### config.mk
export PLATFORM = sky130hd
export DESIGN_NAME = smt_timer
export DESIGN_NICKNAME = d
export VERILOG_FILES = /design/src/hw/smt_pkg.sv /design/src/hw/smt_timer.sv
export SDC_FILE = /design/constraint.sdc
export NUM_CORES = 1
export LEC_CHECK = 0
export ABC_AREA = 1
export BUFFER_PORTS_ARGS = -buffer_cell sky130_fd_sc_hd__buf_2
export CAP_MARGIN = 40
export CORE_MARGIN = 2
export CORE_UTILIZATION = 40
export DETAILED_ROUTE_END_ITERATION = 8
export HOLD_SLACK_MARGIN = 0.03
export PLACE_DENSITY_LB_ADDON = 0.25
export SETUP_SLACK_MARGIN = 0.5
export SLEW_MARGIN = 30
export SYNTH_ARGS = -nofsm -noshare
export SYNTH_HDL_FRONTEND = slang
export SYNTH_SLANG_ARGS = --single-unit
export TNS_END_PERCENT = 30
### constraint.sdc
create_clock -name sys_clk -period 2.7 [get_ports sys_clk]
set_clock_uncertainty 0.2 [all_clocks]
set_input_delay 0.27 -clock sys_clk [delete_from_list [all_inputs] [get_ports sys_clk]]
set_output_delay 0.27 -clock sys_clk [all_outputs]
set_load 0.02 [all_outputs]
### src/hw/smt_pkg.sv
// Package: register map, field positions, reset values and codes of the measurement timer
package smt_pkg;
  // Register byte addresses on the APB bus
  localparam logic [7:0]  OFF_CON0   = 8'h00;
  localparam logic [7:0]  OFF_CON1   = 8'h04;
  localparam logic [7:0]  OFF_STAT   = 8'h08;
  localparam logic [7:0]  OFF_CLK    = 8'h0c;
  localparam logic [7:0]  OFF_WIN    = 8'h10;
  localparam logic [7:0]  OFF_SIG    = 8'h14;
  localparam logic [7:0]  OFF_TMRL   = 8'h18;
  localparam logic [7:0]  OFF_TMRH   = 8'h1c;
  localparam logic [7:0]  OFF_TMRU   = 8'h20;
  localparam logic [7:0]  OFF_CPRL   = 8'h24;
  localparam logic [7:0]  OFF_CPRH   = 8'h28;
  localparam logic [7:0]  OFF_CPRU   = 8'h2c;
  localparam logic [7:0]  OFF_CPWL   = 8'h30;
  localparam logic [7:0]  OFF_CPWH   = 8'h34;
  localparam logic [7:0]  OFF_CPWU   = 8'h38;
  localparam logic [7:0]  OFF_PRL    = 8'h3c;
  localparam logic [7:0]  OFF_PRH    = 8'h40;
  localparam logic [7:0]  OFF_PRU    = 8'h44;
  localparam logic [7:0]  OFF_MISC   = 8'h48;
  // Field positions
  localparam int          CON0_EN    = 7;
  localparam int          CON0_STP   = 5;
  localparam int          CON0_WINDOW_POLARITY  = 4;
  localparam int          CON0_SIGNAL_POLARITY  = 3;
  localparam int          CON0_CLOCK_POLARITY  = 2;
  localparam int          CON1_GO    = 7;
  localparam int          CON1_REP   = 6;
  localparam int          REQ_CPR    = 2;
  localparam int          REQ_CPW    = 1;
  localparam int          REQ_RST    = 0;
  localparam int          MISC_NARROW = 0;
  // Writable masks and reset values
  localparam logic [7:0]  CON0_MASK  = 8'hbf;
  localparam logic [7:0]  CON1_MASK  = 8'hcf;
  localparam logic [7:0]  CLK_MASK   = 8'h07;
  localparam logic [7:0]  SEL_MASK   = 8'h1f;
  localparam logic [7:0]  MISC_MASK  = 8'h01;
  localparam logic [7:0]  CTRL_RST   = 8'h00;
  localparam logic [23:0] PR_RST     = 24'hffffff;
  // Mode codes
  localparam logic [3:0]  MD_TIMER   = 4'h0;
  localparam logic [3:0]  MD_GATED   = 4'h1;
  localparam logic [3:0]  MD_PERDUTY = 4'h2;
  localparam logic [3:0]  MD_HILO    = 4'h3;
  localparam logic [3:0]  MD_WINMEAS = 4'h4;
  localparam logic [3:0]  MD_GWINMEAS = 4'h5;
  localparam logic [3:0]  MD_TOF     = 4'h6;
  localparam logic [3:0]  MD_CAPTURE = 4'h7;
  localparam logic [3:0]  MD_COUNTER = 4'h8;
  localparam logic [3:0]  MD_GCOUNTER = 4'h9;
  localparam logic [3:0]  MD_WCOUNTER = 4'ha;
  // Count clock source codes
  localparam logic [2:0]  CS_INSTR   = 3'h0;
  localparam logic [2:0]  CS_SYS     = 3'h1;
  localparam logic [2:0]  CS_HF      = 3'h2;
  localparam logic [2:0]  CS_LF      = 3'h3;
  localparam logic [2:0]  CS_MID     = 3'h4;
  localparam logic [2:0]  CS_MID16   = 3'h5;
  localparam logic [2:0]  CS_SEC     = 3'h6;
  // Highest valid window and signal source codes
  localparam logic [4:0]  WIN_LAST   = 5'h12;
  localparam logic [4:0]  SIG_LAST   = 5'h10;
  // Dividers
  localparam logic [1:0]  INSTR_DIV_LAST = 2'h3;
  localparam logic [3:0]  MID_DIV_LAST   = 4'hf;
endpackage

### src/hw/smt_timer.sv
// Signal measurement timer: APB register file, source selection, prescaler and 24-bit counter
`timescale 1ns/1ps
`default_nettype none
// Operation
// - 24-bit up-counter clocked through selectable clock and gating logic.
// - Optional narrow mode makes the counter behave as 16 bits.
// - Clearing enable resets internal state but keeps register contents.
// - On counter equal period, next count raises match, holds or zeroes.
// - Window polarity picks active-high rising or active-low falling window.
// - Signal polarity picks active-high rising or active-low falling signal.
// - Clock polarity picks rising or falling edge of selected oscillator clock; system and instruction clocks ignore it.
// - Prescaler divides the count clock by 1, 2, 4 or 8.
// - Go bit enables counting and acquisition; hardware may clear it.
// - Repeat bit selects continuous or single acquisition.
// - Four-bit mode field selects one of eleven modes, rest reserved.
// - Period capture request copies counter, then clears itself.
// - Width capture request copies counter, then clears itself.
// - Counter reset request zeroes counter, then clears itself.
// - Counting status reads one while the counter increments.
// - Window status reads the present window state.
// - Acquisition status reads one while an acquisition runs.
// - Three-bit clock select picks the count clock source.
// - Separate event outputs for period match and acquisition complete.
// - Holds 24-bit period capture, width capture and period match registers.
// - Counter readable and writable as low, high and upper bytes.
// - Five-bit signal select picks the signal source, high codes reserved.
// - Period match register resets to all ones.
module smt_timer
  import smt_pkg::*;
#(
  parameter int CNT_W = 24,
  parameter int WIN_N = 19,
  parameter int SIG_N = 17
)(
  input  wire logic             sys_clk,
  input  wire logic             nrst,
  input  wire logic             psel,
  input  wire logic             penable,
  input  wire logic             pwrite,
  input  wire logic [7:0]       paddr,
  input  wire logic [31:0]      pwdata,
  output logic [31:0]           prdata,
  output logic                  pready,
  output logic                  pslverr,
  input  wire logic             highFreqOscillator,
  input  wire logic             lowFreqOscillator,
  input  wire logic             midFreqOscillator,
  input  wire logic             secondaryOscillator,
  input  wire logic             windowPin,
  input  wire logic [WIN_N-1:1] windowSources,
  input  wire logic             signalPin,
  input  wire logic [SIG_N-1:1] signalSources,
  output logic                  periodMatchIrq,
  output logic                  acqDoneIrq
);

  logic [7:0]       con0_reg;
  logic [7:0]       con1_reg;
  logic [7:0]       clk_reg;
  logic [7:0]       winSel_reg;
  logic [7:0]       sigSel_reg;
  logic [7:0]       misc_reg;
  logic [2:0]       req_reg;
  logic [CNT_W-1:0] cnt_reg;
  logic [CNT_W-1:0] cnt_next;
  logic [CNT_W-1:0] pr_reg;
  logic [CNT_W-1:0] cpr_reg;
  logic [CNT_W-1:0] cpw_reg;
  logic [31:0]      rdata_next;
  logic             rerr_next;
  logic             ready_reg;
  logic             err_reg;
  logic [31:0]      rdata_reg;
  logic             matchIrq_reg;
  logic             doneIrq_reg;

  function automatic logic [CNT_W-1:0] setByte(input logic [CNT_W-1:0] v, input int idx, input logic [7:0] b);
    logic [CNT_W-1:0] r;
    r = v;
    r[idx*8 +: 8] = b;
    return r;
  endfunction

  function automatic logic [7:0] getByte(input logic [CNT_W-1:0] v, input int idx);
    return v[idx*8 +: 8];
  endfunction

  // Bus
  logic access;
  logic wrStrobe;
  assign access   = psel & penable;
  assign wrStrobe = access & ready_reg & pwrite;
  assign pready   = ready_reg;
  assign prdata   = rdata_reg;
  assign pslverr  = err_reg;

  function automatic logic wrHit(input logic [7:0] off);
    return wrStrobe && (paddr == off);
  endfunction

  logic en;
  logic go;
  logic narrow;
  logic tmrWr;
  assign en     = con0_reg[CON0_EN];
  assign go     = con1_reg[CON1_GO];
  assign narrow = misc_reg[MISC_NARROW];
  assign tmrWr  = wrHit(OFF_TMRL) | wrHit(OFF_TMRH) | wrHit(OFF_TMRU);

  // Synchronisers: stage A feeds only stage B
  logic [3:0]       clkA, clkB;
  logic [WIN_N-1:0] winA, winB;
  logic [SIG_N-1:0] sigA, sigB;
  always_ff @(posedge sys_clk)
  begin
    if (!nrst || !en)
    begin
      clkA <= '0;
      clkB <= '0;
      winA <= '0;
      winB <= '0;
      sigA <= '0;
      sigB <= '0;
    end
    else
    begin
      clkA <= {secondaryOscillator, midFreqOscillator, lowFreqOscillator, highFreqOscillator};
      clkB <= clkA;
      winA <= {windowSources, windowPin};
      winB <= winA;
      sigA <= {signalSources, signalPin};
      sigB <= sigA;
    end
  end

  // Source selection; reserved codes give an idle level
  logic winLevel;
  logic sigLevel;
  logic winAct;
  logic sigAct;
  assign winLevel = (winSel_reg[4:0] <= WIN_LAST) ? winB[winSel_reg[4:0]] : 1'b0;
  assign sigLevel = (sigSel_reg[4:0] <= SIG_LAST) ? sigB[sigSel_reg[4:0]] : 1'b0;
  assign winAct   = winLevel ^ con0_reg[CON0_WINDOW_POLARITY];
  assign sigAct   = sigLevel ^ con0_reg[CON0_SIGNAL_POLARITY];

  // Count clock: internal state restarts whenever enable is low
  logic [1:0] instrDiv;
  logic [3:0] midDiv;
  logic       midPrev;
  logic       srcPrev;
  logic       winPrev;
  logic       sigPrev;
  logic [2:0] psCnt;
  logic       srcLevel;
  logic       srcEdge;
  logic       tick;
  logic [2:0] psLast;
  always_comb
  begin
    srcLevel = 1'b0;
    srcEdge  = 1'b0;
    case (clk_reg[2:0])
      CS_HF:    srcLevel = clkB[0];
      CS_LF:    srcLevel = clkB[1];
      CS_MID:   srcLevel = clkB[2];
      CS_MID16: srcLevel = midDiv[3];
      CS_SEC:   srcLevel = clkB[3];
      default:  srcLevel = 1'b0;
    endcase
    if (clk_reg[2:0] == CS_SYS)
      srcEdge = 1'b1;
    else if (clk_reg[2:0] == CS_INSTR)
      srcEdge = (instrDiv == INSTR_DIV_LAST);
    else if (con0_reg[CON0_CLOCK_POLARITY])
      srcEdge = srcPrev & ~srcLevel;
    else
      srcEdge = ~srcPrev & srcLevel;
  end

  assign psLast = {con0_reg[1] & con0_reg[0], con0_reg[1], con0_reg[1] | con0_reg[0]};
  // Compare with >= so that lowering the prescale while running does not stall for a full wrap
  assign tick   = srcEdge && (psCnt >= psLast);

  always_ff @(posedge sys_clk)
  begin
    if (!nrst || !en)
    begin
      instrDiv <= '0;
      midDiv   <= '0;
      midPrev  <= 1'b0;
      srcPrev  <= 1'b0;
      winPrev  <= 1'b0;
      sigPrev  <= 1'b0;
      psCnt    <= '0;
    end
    else
    begin
      instrDiv <= instrDiv + 2'h1;
      midPrev  <= clkB[2];
      if (clkB[2] && !midPrev)
        midDiv <= (midDiv == MID_DIV_LAST) ? 4'h0 : midDiv + 4'h1;
      srcPrev <= srcLevel;
      winPrev <= winAct;
      sigPrev <= sigAct;
      if (srcEdge)
        psCnt <= (psCnt >= psLast) ? 3'h0 : psCnt + 3'h1;
    end
  end

  logic winRise, winFall, sigRise, sigFall;
  assign winRise = winAct & ~winPrev;
  assign winFall = ~winAct & winPrev;
  assign sigRise = sigAct & ~sigPrev;
  assign sigFall = ~sigAct & sigPrev;

  // Mode decode
  logic [3:0] mode;
  logic       incEv;
  logic       restart;
  logic       cprLoad;
  logic       cpwLoad;
  logic       acqEv;
  assign mode = con1_reg[3:0];
  always_comb
  begin
    incEv   = 1'b0;
    restart = 1'b0;
    cprLoad = 1'b0;
    cpwLoad = 1'b0;
    case (mode)
      MD_TIMER:    incEv = tick;
      MD_GATED:
      begin
        incEv   = tick & sigAct;
        cpwLoad = sigFall;
      end
      MD_PERDUTY:
      begin
        incEv   = tick;
        restart = sigRise;
        cprLoad = sigRise;
        cpwLoad = sigFall;
      end
      MD_HILO:
      begin
        incEv   = tick;
        restart = sigRise | sigFall;
        cprLoad = sigRise;
        cpwLoad = sigFall;
      end
      MD_WINMEAS:
      begin
        incEv   = tick;
        restart = winRise;
        cprLoad = winRise;
      end
      MD_GWINMEAS:
      begin
        incEv   = tick & sigAct;
        restart = winRise;
        cpwLoad = winRise;
      end
      MD_TOF:
      begin
        incEv   = tick;
        restart = winRise;
        cprLoad = winRise;
        cpwLoad = sigRise;
      end
      MD_CAPTURE:
      begin
        incEv   = tick;
        cprLoad = sigRise;
        cpwLoad = winRise;
      end
      MD_COUNTER:  incEv = sigRise;
      MD_GCOUNTER:
      begin
        incEv   = sigRise & winAct;
        cpwLoad = winFall;
      end
      MD_WCOUNTER:
      begin
        incEv   = sigRise;
        restart = winRise;
        cprLoad = winRise;
      end
      default:     incEv = 1'b0;
    endcase
  end

  logic run;
  logic match;
  logic countEv;
  logic doneEv;
  assign run     = en & go;
  assign match   = narrow ? (cnt_reg[15:0] == pr_reg[15:0]) : (cnt_reg == pr_reg);
  assign countEv = run & incEv & ~restart;
  assign acqEv   = (mode == MD_PERDUTY || mode == MD_HILO) ? sigRise : (cprLoad | cpwLoad);
  assign doneEv  = run & acqEv;

  always_comb
  begin
    cnt_next = cnt_reg + 1'b1;
    if (narrow)
      cnt_next = {{(CNT_W-16){1'b0}}, cnt_reg[15:0] + 16'h1};
    if (match)
      cnt_next = con0_reg[CON0_STP] ? cnt_reg : '0;
  end

  // Counter: software byte writes win over hardware
  always_ff @(posedge sys_clk)
  begin
    if (!nrst)
      cnt_reg <= '0;
    else if (wrHit(OFF_TMRL))
      cnt_reg <= setByte(cnt_reg, 0, pwdata[7:0]);
    else if (wrHit(OFF_TMRH))
      cnt_reg <= setByte(cnt_reg, 1, pwdata[7:0]);
    else if (wrHit(OFF_TMRU))
      cnt_reg <= setByte(cnt_reg, 2, pwdata[7:0]);
    else if (req_reg[REQ_RST])
      cnt_reg <= '0;
    else if (run && restart)
      cnt_reg <= '0;
    else if (countEv)
      cnt_reg <= cnt_next;
  end

  // Capture registers
  always_ff @(posedge sys_clk)
  begin
    if (!nrst)
    begin
      cpr_reg <= '0;
      cpw_reg <= '0;
    end
    else
    begin
      if (req_reg[REQ_CPR] || (run && cprLoad))
        cpr_reg <= cnt_reg;
      if (req_reg[REQ_CPW] || (run && cpwLoad))
        cpw_reg <= cnt_reg;
    end
  end

  // Event outputs, registered; match stays high on every count while the counter holds at period
  always_ff @(posedge sys_clk)
  begin
    if (!nrst)
    begin
      matchIrq_reg <= 1'b0;
      doneIrq_reg  <= 1'b0;
    end
    else
    begin
      matchIrq_reg <= countEv & match;
      doneIrq_reg  <= doneEv;
    end
  end
  assign periodMatchIrq = matchIrq_reg;
  assign acqDoneIrq     = doneIrq_reg;

  // Control registers; a go written in the completing cycle wins
  always_ff @(posedge sys_clk)
  begin
    if (!nrst)
    begin
      con0_reg   <= CTRL_RST;
      con1_reg   <= CTRL_RST;
      clk_reg    <= CTRL_RST;
      winSel_reg <= CTRL_RST;
      sigSel_reg <= CTRL_RST;
      misc_reg   <= CTRL_RST;
      pr_reg     <= PR_RST;
    end
    else
    begin
      if (wrHit(OFF_CON0))
        con0_reg <= pwdata[7:0] & CON0_MASK;
      if (wrHit(OFF_CON1))
        con1_reg <= pwdata[7:0] & CON1_MASK;
      else if (doneEv && !con1_reg[CON1_REP])
        con1_reg[CON1_GO] <= 1'b0;
      if (wrHit(OFF_CLK))
        clk_reg <= pwdata[7:0] & CLK_MASK;
      if (wrHit(OFF_WIN))
        winSel_reg <= pwdata[7:0] & SEL_MASK;
      if (wrHit(OFF_SIG))
        sigSel_reg <= pwdata[7:0] & SEL_MASK;
      if (wrHit(OFF_MISC))
        misc_reg <= pwdata[7:0] & MISC_MASK;
      if (wrHit(OFF_PRL))
        pr_reg <= setByte(pr_reg, 0, pwdata[7:0]);
      else if (wrHit(OFF_PRH))
        pr_reg <= setByte(pr_reg, 1, pwdata[7:0]);
      else if (wrHit(OFF_PRU))
        pr_reg <= setByte(pr_reg, 2, pwdata[7:0]);
    end
  end

  // Requests complete in one cycle; a new set in that cycle survives
  always_ff @(posedge sys_clk)
  begin
    if (!nrst)
      req_reg <= '0;
    else if (wrHit(OFF_STAT))
      req_reg <= pwdata[7:5];
    else
      req_reg <= '0;
  end

  logic tsBit, wsBit, asBit;
  assign tsBit = countEv | (run && (mode == MD_TIMER || (mode == MD_GATED && sigAct)));
  assign wsBit = en & winAct;
  assign asBit = run;

  logic rstReqSet;
  assign rstReqSet = wrHit(OFF_STAT) & pwdata[5];

  // Read mux; unmapped addresses answer with an error
  always_comb
  begin
    rdata_next = '0;
    rerr_next  = 1'b0;
    if (paddr == OFF_CON0)
      rdata_next[7:0] = con0_reg;
    else if (paddr == OFF_CON1)
      rdata_next[7:0] = con1_reg;
    else if (paddr == OFF_STAT)
      rdata_next[7:0] = {req_reg, 2'b00, tsBit, wsBit, asBit};
    else if (paddr == OFF_CLK)
      rdata_next[7:0] = clk_reg;
    else if (paddr == OFF_WIN)
      rdata_next[7:0] = winSel_reg;
    else if (paddr == OFF_SIG)
      rdata_next[7:0] = sigSel_reg;
    else if (paddr == OFF_TMRL)
      rdata_next[7:0] = getByte(cnt_reg, 0);
    else if (paddr == OFF_TMRH)
      rdata_next[7:0] = getByte(cnt_reg, 1);
    else if (paddr == OFF_TMRU)
      rdata_next[7:0] = getByte(cnt_reg, 2);
    else if (paddr == OFF_CPRL)
      rdata_next[7:0] = getByte(cpr_reg, 0);
    else if (paddr == OFF_CPRH)
      rdata_next[7:0] = getByte(cpr_reg, 1);
    else if (paddr == OFF_CPRU)
      rdata_next[7:0] = getByte(cpr_reg, 2);
    else if (paddr == OFF_CPWL)
      rdata_next[7:0] = getByte(cpw_reg, 0);
    else if (paddr == OFF_CPWH)
      rdata_next[7:0] = getByte(cpw_reg, 1);
    else if (paddr == OFF_CPWU)
      rdata_next[7:0] = getByte(cpw_reg, 2);
    else if (paddr == OFF_PRL)
      rdata_next[7:0] = getByte(pr_reg, 0);
    else if (paddr == OFF_PRH)
      rdata_next[7:0] = getByte(pr_reg, 1);
    else if (paddr == OFF_PRU)
      rdata_next[7:0] = getByte(pr_reg, 2);
    else if (paddr == OFF_MISC)
      rdata_next[7:0] = misc_reg;
    else
      rerr_next = 1'b1;
  end

  // One wait state so read data comes from a flop
  always_ff @(posedge sys_clk)
  begin
    if (!nrst)
    begin
      ready_reg <= 1'b0;
      err_reg   <= 1'b0;
      rdata_reg <= '0;
    end
    else if (access && !ready_reg)
    begin
      ready_reg <= 1'b1;
      err_reg   <= rerr_next;
      rdata_reg <= pwrite ? 32'h0 : rdata_next;
    end
    else
    begin
      ready_reg <= 1'b0;
      err_reg   <= 1'b0;
    end
  end

  chk_period_hold: assert property (@(posedge sys_clk) disable iff (!nrst)
    countEv && match && con0_reg[CON0_STP] && !tmrWr && !req_reg[REQ_RST] |=> cnt_reg == $past(cnt_reg))
    else $error("counter did not hold at period");
  chk_period_wrap: assert property (@(posedge sys_clk) disable iff (!nrst)
    countEv && match && !con0_reg[CON0_STP] && !tmrWr && !req_reg[REQ_RST] |=> cnt_reg == '0 ##1 1)
    else $error("counter did not wrap at period");
  chk_match_pulse: assert property (@(posedge sys_clk) disable iff (!nrst)
    periodMatchIrq == ($past(countEv) && $past(match)))
    else $error("period event without cause");
  chk_go_freeze: assert property (@(posedge sys_clk) disable iff (!nrst)
    !run && !tmrWr && !req_reg[REQ_RST] |=> cnt_reg == $past(cnt_reg))
    else $error("counter moved while stopped");
  chk_single_stop: assert property (@(posedge sys_clk) disable iff (!nrst)
    doneEv && !con1_reg[CON1_REP] && !wrHit(OFF_CON1) |=> !go && acqDoneIrq)
    else $error("single acquisition left go set");
  chk_reset_req: assert property (@(posedge sys_clk) disable iff (!nrst)
    req_reg[REQ_RST] && !tmrWr |=> cnt_reg == '0 && (req_reg[REQ_RST] == $past(rstReqSet)))
    else $error("manual reset did not complete");
  chk_cpr_update: assert property (@(posedge sys_clk) disable iff (!nrst)
    req_reg[REQ_CPR] |=> cpr_reg == $past(cnt_reg))
    else $error("period capture not updated");
  chk_enable_stop: assert property (@(posedge sys_clk) disable iff (!nrst)
    $fell(en) |-> pr_reg == $past(pr_reg) && !tsBit && !asBit)
    else $error("disable disturbed registers or status");
  chk_narrow_wrap: assert property (@(posedge sys_clk) disable iff (!nrst)
    narrow && countEv && !match && cnt_reg[15:0] == 16'hffff && !tmrWr |=> cnt_reg[15:0] == 16'h0000)
    else $error("narrow counter did not wrap at 16 bits");

endmodule
`default_nettype wire

==> parameters.txt, run 1 <==
Parameter                              Value

Timing
  Final-report max-slew violation count ... 0
  Achievable frequency ... 0.329 GHz
  Setup repair after global routing missed its margin ... true
  Max_slew headroom ... 58.0%
  Final hold violations ... 0
  Time the worst path needs with I/O delays and setup ... 3040 ps
  Crit share post-route ... 113%
  Final-report setup violation count ... 59
  Minimum hold slack ... 98.9 ps
  Transition time of the tightest slew-check pin ... 630 ps
  Setup ws final ... -343 ps

Final layout
  ANT cells ... 0
  Final-stage net count ... 1947
  Final cell area excluding filler cells ... 14800 sq um
  Fraction of final layout cells with drive strength greater than 1 ... 20.8%
  Area added between synthesis and finish ... 33.8%

Clock network
  TritonCTS clock tree ... done
  Buffer depth of the longest clock path ... 3
  Clk pin slew, worst setup/hold paths ... 60 ps
  Cell at the root of the clock tree ... clkbuf_16
  Clock Latency Late Sink ... 540 ps
  TritonCTS Buffers ... 26
  Number of levels in the clock H-tree ... 1
  TritonCTS sink count ... 231

GRT
  Met3 GRT Util ... 3.42%
  Met1 track demand over resource ... 35.1%
  Busiest metal layer after global routing ... met2
  Antenna violations before repair ... 0
  Number of global-route vias before repair ... 10.6k
  Global route overflow ... 0
  GR Layer Usage met2 ... 42.1%
  Global router's overall resource usage ... 25.7%
  Pin count of the biggest net entering global routing ... 86
  First-pass GRT wire length ... 58000 um

Setup path
  Cell type of the slowest stage on the worst timing path ... dfxtp_4
  CP required ... 2980 ps
  Dominant delay contributor by cell family on the critical path ... simple AND/OR/NAND/NOR gates
  Highest net fanout along the worst path ... 5
  Worst path most repeated cell ... nand2_2
  Register-to-register path setup slack ... -340 ps
  Ordered list of cells on the worst path ... buf_12 -> o21ai_2 -> o22ai_2 -> nand2_1 -> nand3_2 -> nand3_4 -> nand2_2 -> nand2_2 -> and2_4 -> inv_2 -> ha_4 -> o22ai_2 -> nand2_2 -> nand2_4 -> nand2_8 -> nand2_8 -> buf_12 -> clkbuf_16 -> nor3_1 -> nor3_2 -> nor2_1
  Critical path buffer and inverter count ... 4
  Category of the most critical setup path ... reg -> reg
  Data arrival, critical path ... 3320 ps
  CP max stage delay ... 370 ps
  Type of destination of the critical path ... register
  CP startpoint kind ... register

Logic synthesis
  Fraction of registers with async set or reset after synthesis ... 0%
  Gate count of the mapped netlist ... 1595
  Commonest register cell after synthesis ... dfxtp_1
  Sequential cell area fraction in the yosys report ... 41.8%
  EDFF count, synth ... 0
  Biggest area consumer among synthesized cells ... dfxtp_1
  Dominant cells by area after synthesis ... dfxtp_1, nand2_1, inv_1, nor2_1, a21oi_1
  Total of warnings raised by yosys ... 0
  Synth top area share ... 41.8%
  Number of different library cells in the post-synthesis netlist ... 47
  Flop and latch count out of synthesis ... 231
  Combined area of all synthesized cells ... 11100 sq um
  Post-synthesis area per instance ... 6.93 sq um

Status
  Failing checks ... negative setup slack
  Outcome ... finished, violations left

Power and ir drop
  Portion of total power attributed to combinational logic ... 4.2%
  Worst vdd rail ir drop ... 0.426 mV
  Switching share of power ... 22.7%
  Pwr Density ... 508 nW/um^2
  Seq pwr share ... 45.4%
  Static leakage ... 6.52 nW
  Part of the power in the clock network ... 50.4%
  Power spent charging and discharging nets ... 0.00170 W
  Design internal power ... 0.00581 W

Floorplan
  Initial core utilization ... 40.9%
  Rows ... 60
  Horiz. Die Dim ... 170 um
  Die height ... 170 um
  I/O pin total ... 121
  Die area ... 29000 sq um
  Core area ... 27000 sq um

Detailed routing
  Post-detailed-routing wire length ... 38000 um
  Routed Antenna Nets ... 0
  Routed wire per std cell ... 17.2 um
  DRC errors left ... 0
  Via count ... 11.3k
  First-pass detailed-route iteration total ... 5
  Routed via count divided by cell count ... 5.10
  DR iter-0 viols ... 999

Place
  Weighted congestion reported at the end of routability-driven placement ... 0.951
  Setup slack at placement ... -429 ps
  Post-Place Cell Area ... 12700 sq um
  Half-perimeter wire length of the detailed placement result ... 27300 um
  # port buffers ... 72

Run
  Max-cap violations ... 0

Worst hold path
  Path category of the worst min-delay check ... in -> reg
## kinds of logic (layout without fill, tap and decap cells)
group,count (synthesis),after routing,share of synthesized area [%]
buffers and inverters,314,568,11.9
AO/OA/AOI/OAI,316,316,15.5
flip-flops,231,231,41.8
XOR/XNOR,30,30,2.38
other,1,24,0.0339
adder cells (fa/ha/maj),9,9,1.02
AND/OR/NAND/NOR,694,695,27.4
## cells in the mapped netlist, types with 6 or more instances
master    instances
xor2_1           28
inv_1           220
a21oi_1         135
nand4_1          35
nand2_1         313
buf_2            15
nor4_1           10
clkbuf_1         33
inv_2             8
nor3_2            7
ha_1              9
nand3_1          58
nor2_1          209
nand3_2           7
o211ai_1         29
o21ai_0         116
o22ai_1          16
or2_2             6
o21ai_1           8
clkinv_1          7
dfxtp_1         231
buf_4            26
nor3_1           26
## worst min-delay path, cell delays in order
cell     delay, ps
buf_2          130
nand3_2        130
nor2_1         110
nand2_1         90
a21oi_1         60
## power by group through the flow
stage                     Sequential (W)  Combinational, W  Clock [W]
after floorplan                  0.00349          0.000144          0
after global placement           0.00349          0.000247          0
after detailed placement         0.00349          0.000248          0
after CTS                        0.00341          0.000308    0.00383
after global routing             0.00341          0.000342    0.00398
final                            0.00341          0.000319    0.00378
## layout make-up
type                    instances  area, sq um
clock buffers                  33          717
clock inverters                15          200
fillers                      2586        12200
inverters                     236          908
multi-input cells            1074         5580
flip-flops and latches        231         4630
well taps                     341          427
repair buffers                284         2340
## stage by stage
| step | instances | total power, W | TNS (ps) | util [%] |
|---|---|---|---|---|
| floorplan | 1618 | 0.00363 | -30.1 | - |
| detailed placement | 2094 | 0.00373 | -20830 | 47.0 |
| CTS | 2207 | 0.00755 | -11590 | 53.6 |
| finish | 2214 | 0.00751 | -13070 | 54.8 |
| global placement | 2094 | 0.00373 | -15830 | 47.0 |
| global route | 2214 | 0.00773 | -25770 | 54.8 |
## path summary, 6_finish.rpt
kind,from,endpoint,cells past startpoint
max,sigSel_reg[0],cnt_reg[17],21
min,paddr[3],misc_reg[0],5
max reg2reg,sigSel_reg[0],cnt_reg[17],21
min reg2reg,winA[2],winB[2],2
## cells in the final DEF (no fill, tap or decap), types with 52 or more instances in the layout
cell,Yosys,layout
buf_2,15,72
dfxtp_1,231,230
o21ai_0,116,88
nand3_1,58,52
inv_1,220,217
a21oi_1,135,127
nand2_1,313,304
nor2_1,209,198
dlygate4sd3_1,0,53
buf_4,26,139
## timing repair
item,4_1_cts,5_1_grt
hold endpoints to repair,65,0
setup endpoints to repair,79,83
hold buffers,53,0
buffers inserted,9,3
gates resized for setup,67,43
pin swaps,37,20
cloned,3,4
## routing by layer
layer / up-vias / wire length [um]
met4: 0 / 1290
li1: 5605 / -
met2: 421 / 17400
met5: - / 0
met1: 5198 / 16700
met3: 78 / 2630
Note: power is estimated with default switching activity, not from simulation.
==> inputs of run 2 (changes only) <==
==> constraint.sdc (replaced) <==
create_clock -name sys_clk -period 3.2 [get_ports sys_clk]
set_clock_uncertainty 0.2 [all_clocks]
set_input_delay 0.32 -clock sys_clk [delete_from_list [all_inputs] [get_ports sys_clk]]
set_output_delay 0.32 -clock sys_clk [all_outputs]
set_load 0.02 [all_outputs]
==> run 2 against run 1 <==
The flow now finishes without violations. Sequential share of layout area rose by 1.3 points. Global-route usage is 1.2 points lower. Power fell by 18%. Combinational power down 20%.
==> parameters.txt, run 2 (synthesized netlist as in run 1, its figures left out) <==
Parameter                              Value

Floorplan
  I/O pin total ... 121 (unchanged)
  Die area ... 29000 sq um (unchanged)
  Rows ... 60 (unchanged)
  Core area ... 27000 sq um (unchanged)
  Initial core utilization ... 40.9% (unchanged)
  Horiz. Die Dim ... 170 um (unchanged)
  Die height ... 170 um (unchanged)

Setup path
  CP max stage delay ... 360 ps (about the same)
  Register-to-register path setup slack ... 100 ps (+440 ps)
  Crit Reg-Reg Endpoint ... cnt_reg[22]
  Ordered list of cells on the worst path ... buf_12 -> buf_16 -> nor2_2 -> o22ai_1 -> nand2_1 -> nand3_2 -> nand3_4 -> nand2_2 -> nand2_2 -> and2_4 -> inv_4 -> ha_4 -> o22ai_2 -> nand2_2 -> nand2_4 -> nand2_8 -> a21oi_4 -> nand3_4 -> nor3_2 -> nor2_1
  Type of destination of the critical path ... register
  CP required ... 3430 ps (+450 ps)
  Worst reg2reg path startpoint ... sigSel_reg[0]
  Cell type of the slowest stage on the worst timing path ... dfxtp_4
  CP startpoint kind ... register
  Highest net fanout along the worst path ... 7 (+2)
  Worst path most repeated cell ... nand2_2
  Length in cells of the worst reg-to-reg path ... 20 (-4.8%)
  Category of the most critical setup path ... reg -> reg
  Data arrival, critical path ... 3340 ps (+20 ps)

Timing
  Time the worst path needs with I/O delays and setup ... 3100 ps (+58.6 ps)
  Setup ws final ... 98.5 ps (+441 ps)
  Transition time of the tightest slew-check pin ... 821 ps (+191 ps)
  Minimum hold slack ... 112 ps (+13.4 ps)
  Final-report max-slew violation count ... 0 (unchanged)
  Achievable frequency ... 0.322 GHz (-1.9%)
  Setup repair after global routing missed its margin ... true
  Final hold violations ... 0 (unchanged)
  Crit share post-route ... 96.9% (-16 points)
  Final-report setup violation count ... 0 (-100%)
  Max_slew headroom ... 45.1% (-13 points)

Place
  Post-Place Cell Area ... 12100 sq um (-4.5%)
  Weighted congestion reported at the end of routability-driven placement ... 0.968 (+1.7%)
  Setup slack at placement ... -0.516 ps (+428 ps)
  Half-perimeter wire length of the detailed placement result ... 25600 um (-6.2%)
  # port buffers ... 72 (unchanged)

Power and ir drop
  Part of the power in the clock network ... 49.4% (-1.0 points)
  Design internal power ... 0.00482 W (-17%)
  Seq pwr share ... 46.5% (+1.1 points)
  Worst vdd rail ir drop ... 0.350 mV (-18%)
  Portion of total power attributed to combinational logic ... 4.1% (about the same)
  Pwr Density ... 436 nW/um^2 (-14%)
  Static leakage ... 6.12 nW (-6.1%)
  Switching share of power ... 22.2% (-0.51 points)
  Power spent charging and discharging nets ... 0.00137 W (-19%)

GRT
  Global router's overall resource usage ... 24.5% (-1.2 points)
  Global route overflow ... 0 (unchanged)
  Antenna violations before repair ... 0 (unchanged)
  Pin count of the biggest net entering global routing ... 86 (unchanged)
  First-pass GRT wire length ... 55700 um (-4.0%)
  Number of global-route vias before repair ... 10.3k (-3.3%)

Detailed routing
  Post-detailed-routing wire length ... 36600 um (-3.6%)
  Routed via count divided by cell count ... 5.14 (+0.74%)
  Via count ... 11.0k (-2.8%)
  DR iter-0 viols ... 930 (-6.9%)
  DRC errors left ... 0 (unchanged)
  Routed wire per std cell ... 17.1 um (-0.10%)
  First-pass detailed-route iteration total ... 5 (unchanged)
  Routed Antenna Nets ... 0 (unchanged)

Clock network
  TritonCTS clock tree ... done
  TritonCTS sink count ... 231 (unchanged)
  Buffer depth of the longest clock path ... 3 (unchanged)
  Clk pin slew, worst setup/hold paths ... 60 ps (about the same)
  Clock Latency Late Sink ... 540 ps (about the same)
  Cell at the root of the clock tree ... clkbuf_16
  Number of levels in the clock H-tree ... 1 (unchanged)
  TritonCTS Buffers ... 26 (unchanged)

Final layout
  Fraction of final layout cells with drive strength greater than 1 ... 18.0% (-2.8 points)
  Layout fillers ... 2598 (+0.46%)
  Final cell area excluding filler cells ... 14200 sq um (-4.1%)
  ANT cells ... 0 (unchanged)
  Post-layout utilization of the core ... 52.5% (-2.2 points)
  Most frequent cells in the layout ... nand2_1, dfxtp_1, inv_1
  Area added between synthesis and finish ... 28.4%
  Commonest non-fill, non-tap cell in the layout ... nand2_1
  Final-stage net count ... 1872 (-3.9%)

Status
  Outcome ... completed

Worst hold path
  Path category of the worst min-delay check ... in -> reg
  Hold wc startpoint ... paddr[7]
  Endpoint, Worst Hold ... misc_reg[0]
  Number of cells on the worst hold path ... 6 (+1)

Run
  Max-cap violations ... 0 (unchanged)
==> run 2: changes by cell type in the layout (fill, tap and decap cells not counted), moves of 3 or more <==
cell / previous run / this run
a21oi_1: 127 / 121
a21oi_2: 8 / 14
buf_4: 139 / 65
dlygate4sd3_1: 53 / 50
nor2_4: 9 / 6
o21ai_0: 88 / 82
o21ai_2: 15 / 20
==> run 2: metrics by stage <==
stage	TNS (ps)	instances	power, W
final	0	2136	0.00619
after global placement	0	2022	0.00313
after floorplan	0	1618	0.00307
after CTS	0	2127	0.00622
after detailed placement	-0.516	2022	0.00314
after global routing	-300	2136	0.00637
==> run 2: layout make-up <==
class	count	area [sq um]	share of cell area, %
Clock buffer	33	728	5.13
Tap cell	341	427	3.01
Inverter	236	905	6.37
Timing Repair inverter	1	6.26	0.0441
Timing Repair Buffer	208	1760	12.4
Multi-Input combinational cell	1074	5590	39.4
Sequential cell	231	4630	32.6
Clock inverter	12	146	1.03
==> run 2: metal layers <==
| metal | global-route usage [%] | routed length, um |
|---|---|---|
| met1 | 34.3 | 16500 |
| met2 | 38.7 | 16300 |
| met3 | 3.28 | 2540 |
| met4 | 8.62 | 1290 |
| met5 | 0 | 0 |
==> run 2: timing repair <==
action / 4_1_cts / 5_1_grt
endpoints found under the setup margin: 76 / 76
resized for setup: 28 / 94
setup buffers: 7 / 2
gates cloned: 3 / 6
pin swaps: 32 / 30
endpoints found under the hold margin: 63 / 0
hold buffers: 50 / 0
==> run 2: critical path, delay by kind of cell, from the launching register on <==
kind	cells	cell delay, ps
AOI/OAI and AO/OA	3	540
and+or+nand+nor	13	1410
adders and majority gates	1	200
buffers and inverters	3	290
DFF	1	360
==> run 2: worst max path at each step <==
stage / start / end / slack (ps) / cells past startpoint
final: sigSel_reg[0] / cnt_reg[22] / 100 / 20
after global routing: sigSel_reg[0] / cnt_reg[22] / -40 / 20
after CTS: sigSel_reg[0] / cnt_reg[23] / 140 / 22
after detailed placement: sigSel_reg[0] / cnt_reg[23] / -0.5 / 24
after global placement: sigSel_reg[0] / cnt_reg[16] / 40 / 22
after floorplan: sigSel_reg[0] / cnt_reg[16] / 480 / 24
==> run 2: power groups by stage <==
stage          logic (W)  clock network (W)  registers [W]
5_1_grt         0.000275            0.00322        0.00288
6_report        0.000255            0.00306        0.00288
3_3_place_gp    0.000193                  0        0.00294
4_1_cts         0.000240            0.00310        0.00288
2_1_floorplan   0.000122                  0        0.00294
3_5_place_dp    0.000194                  0        0.00294
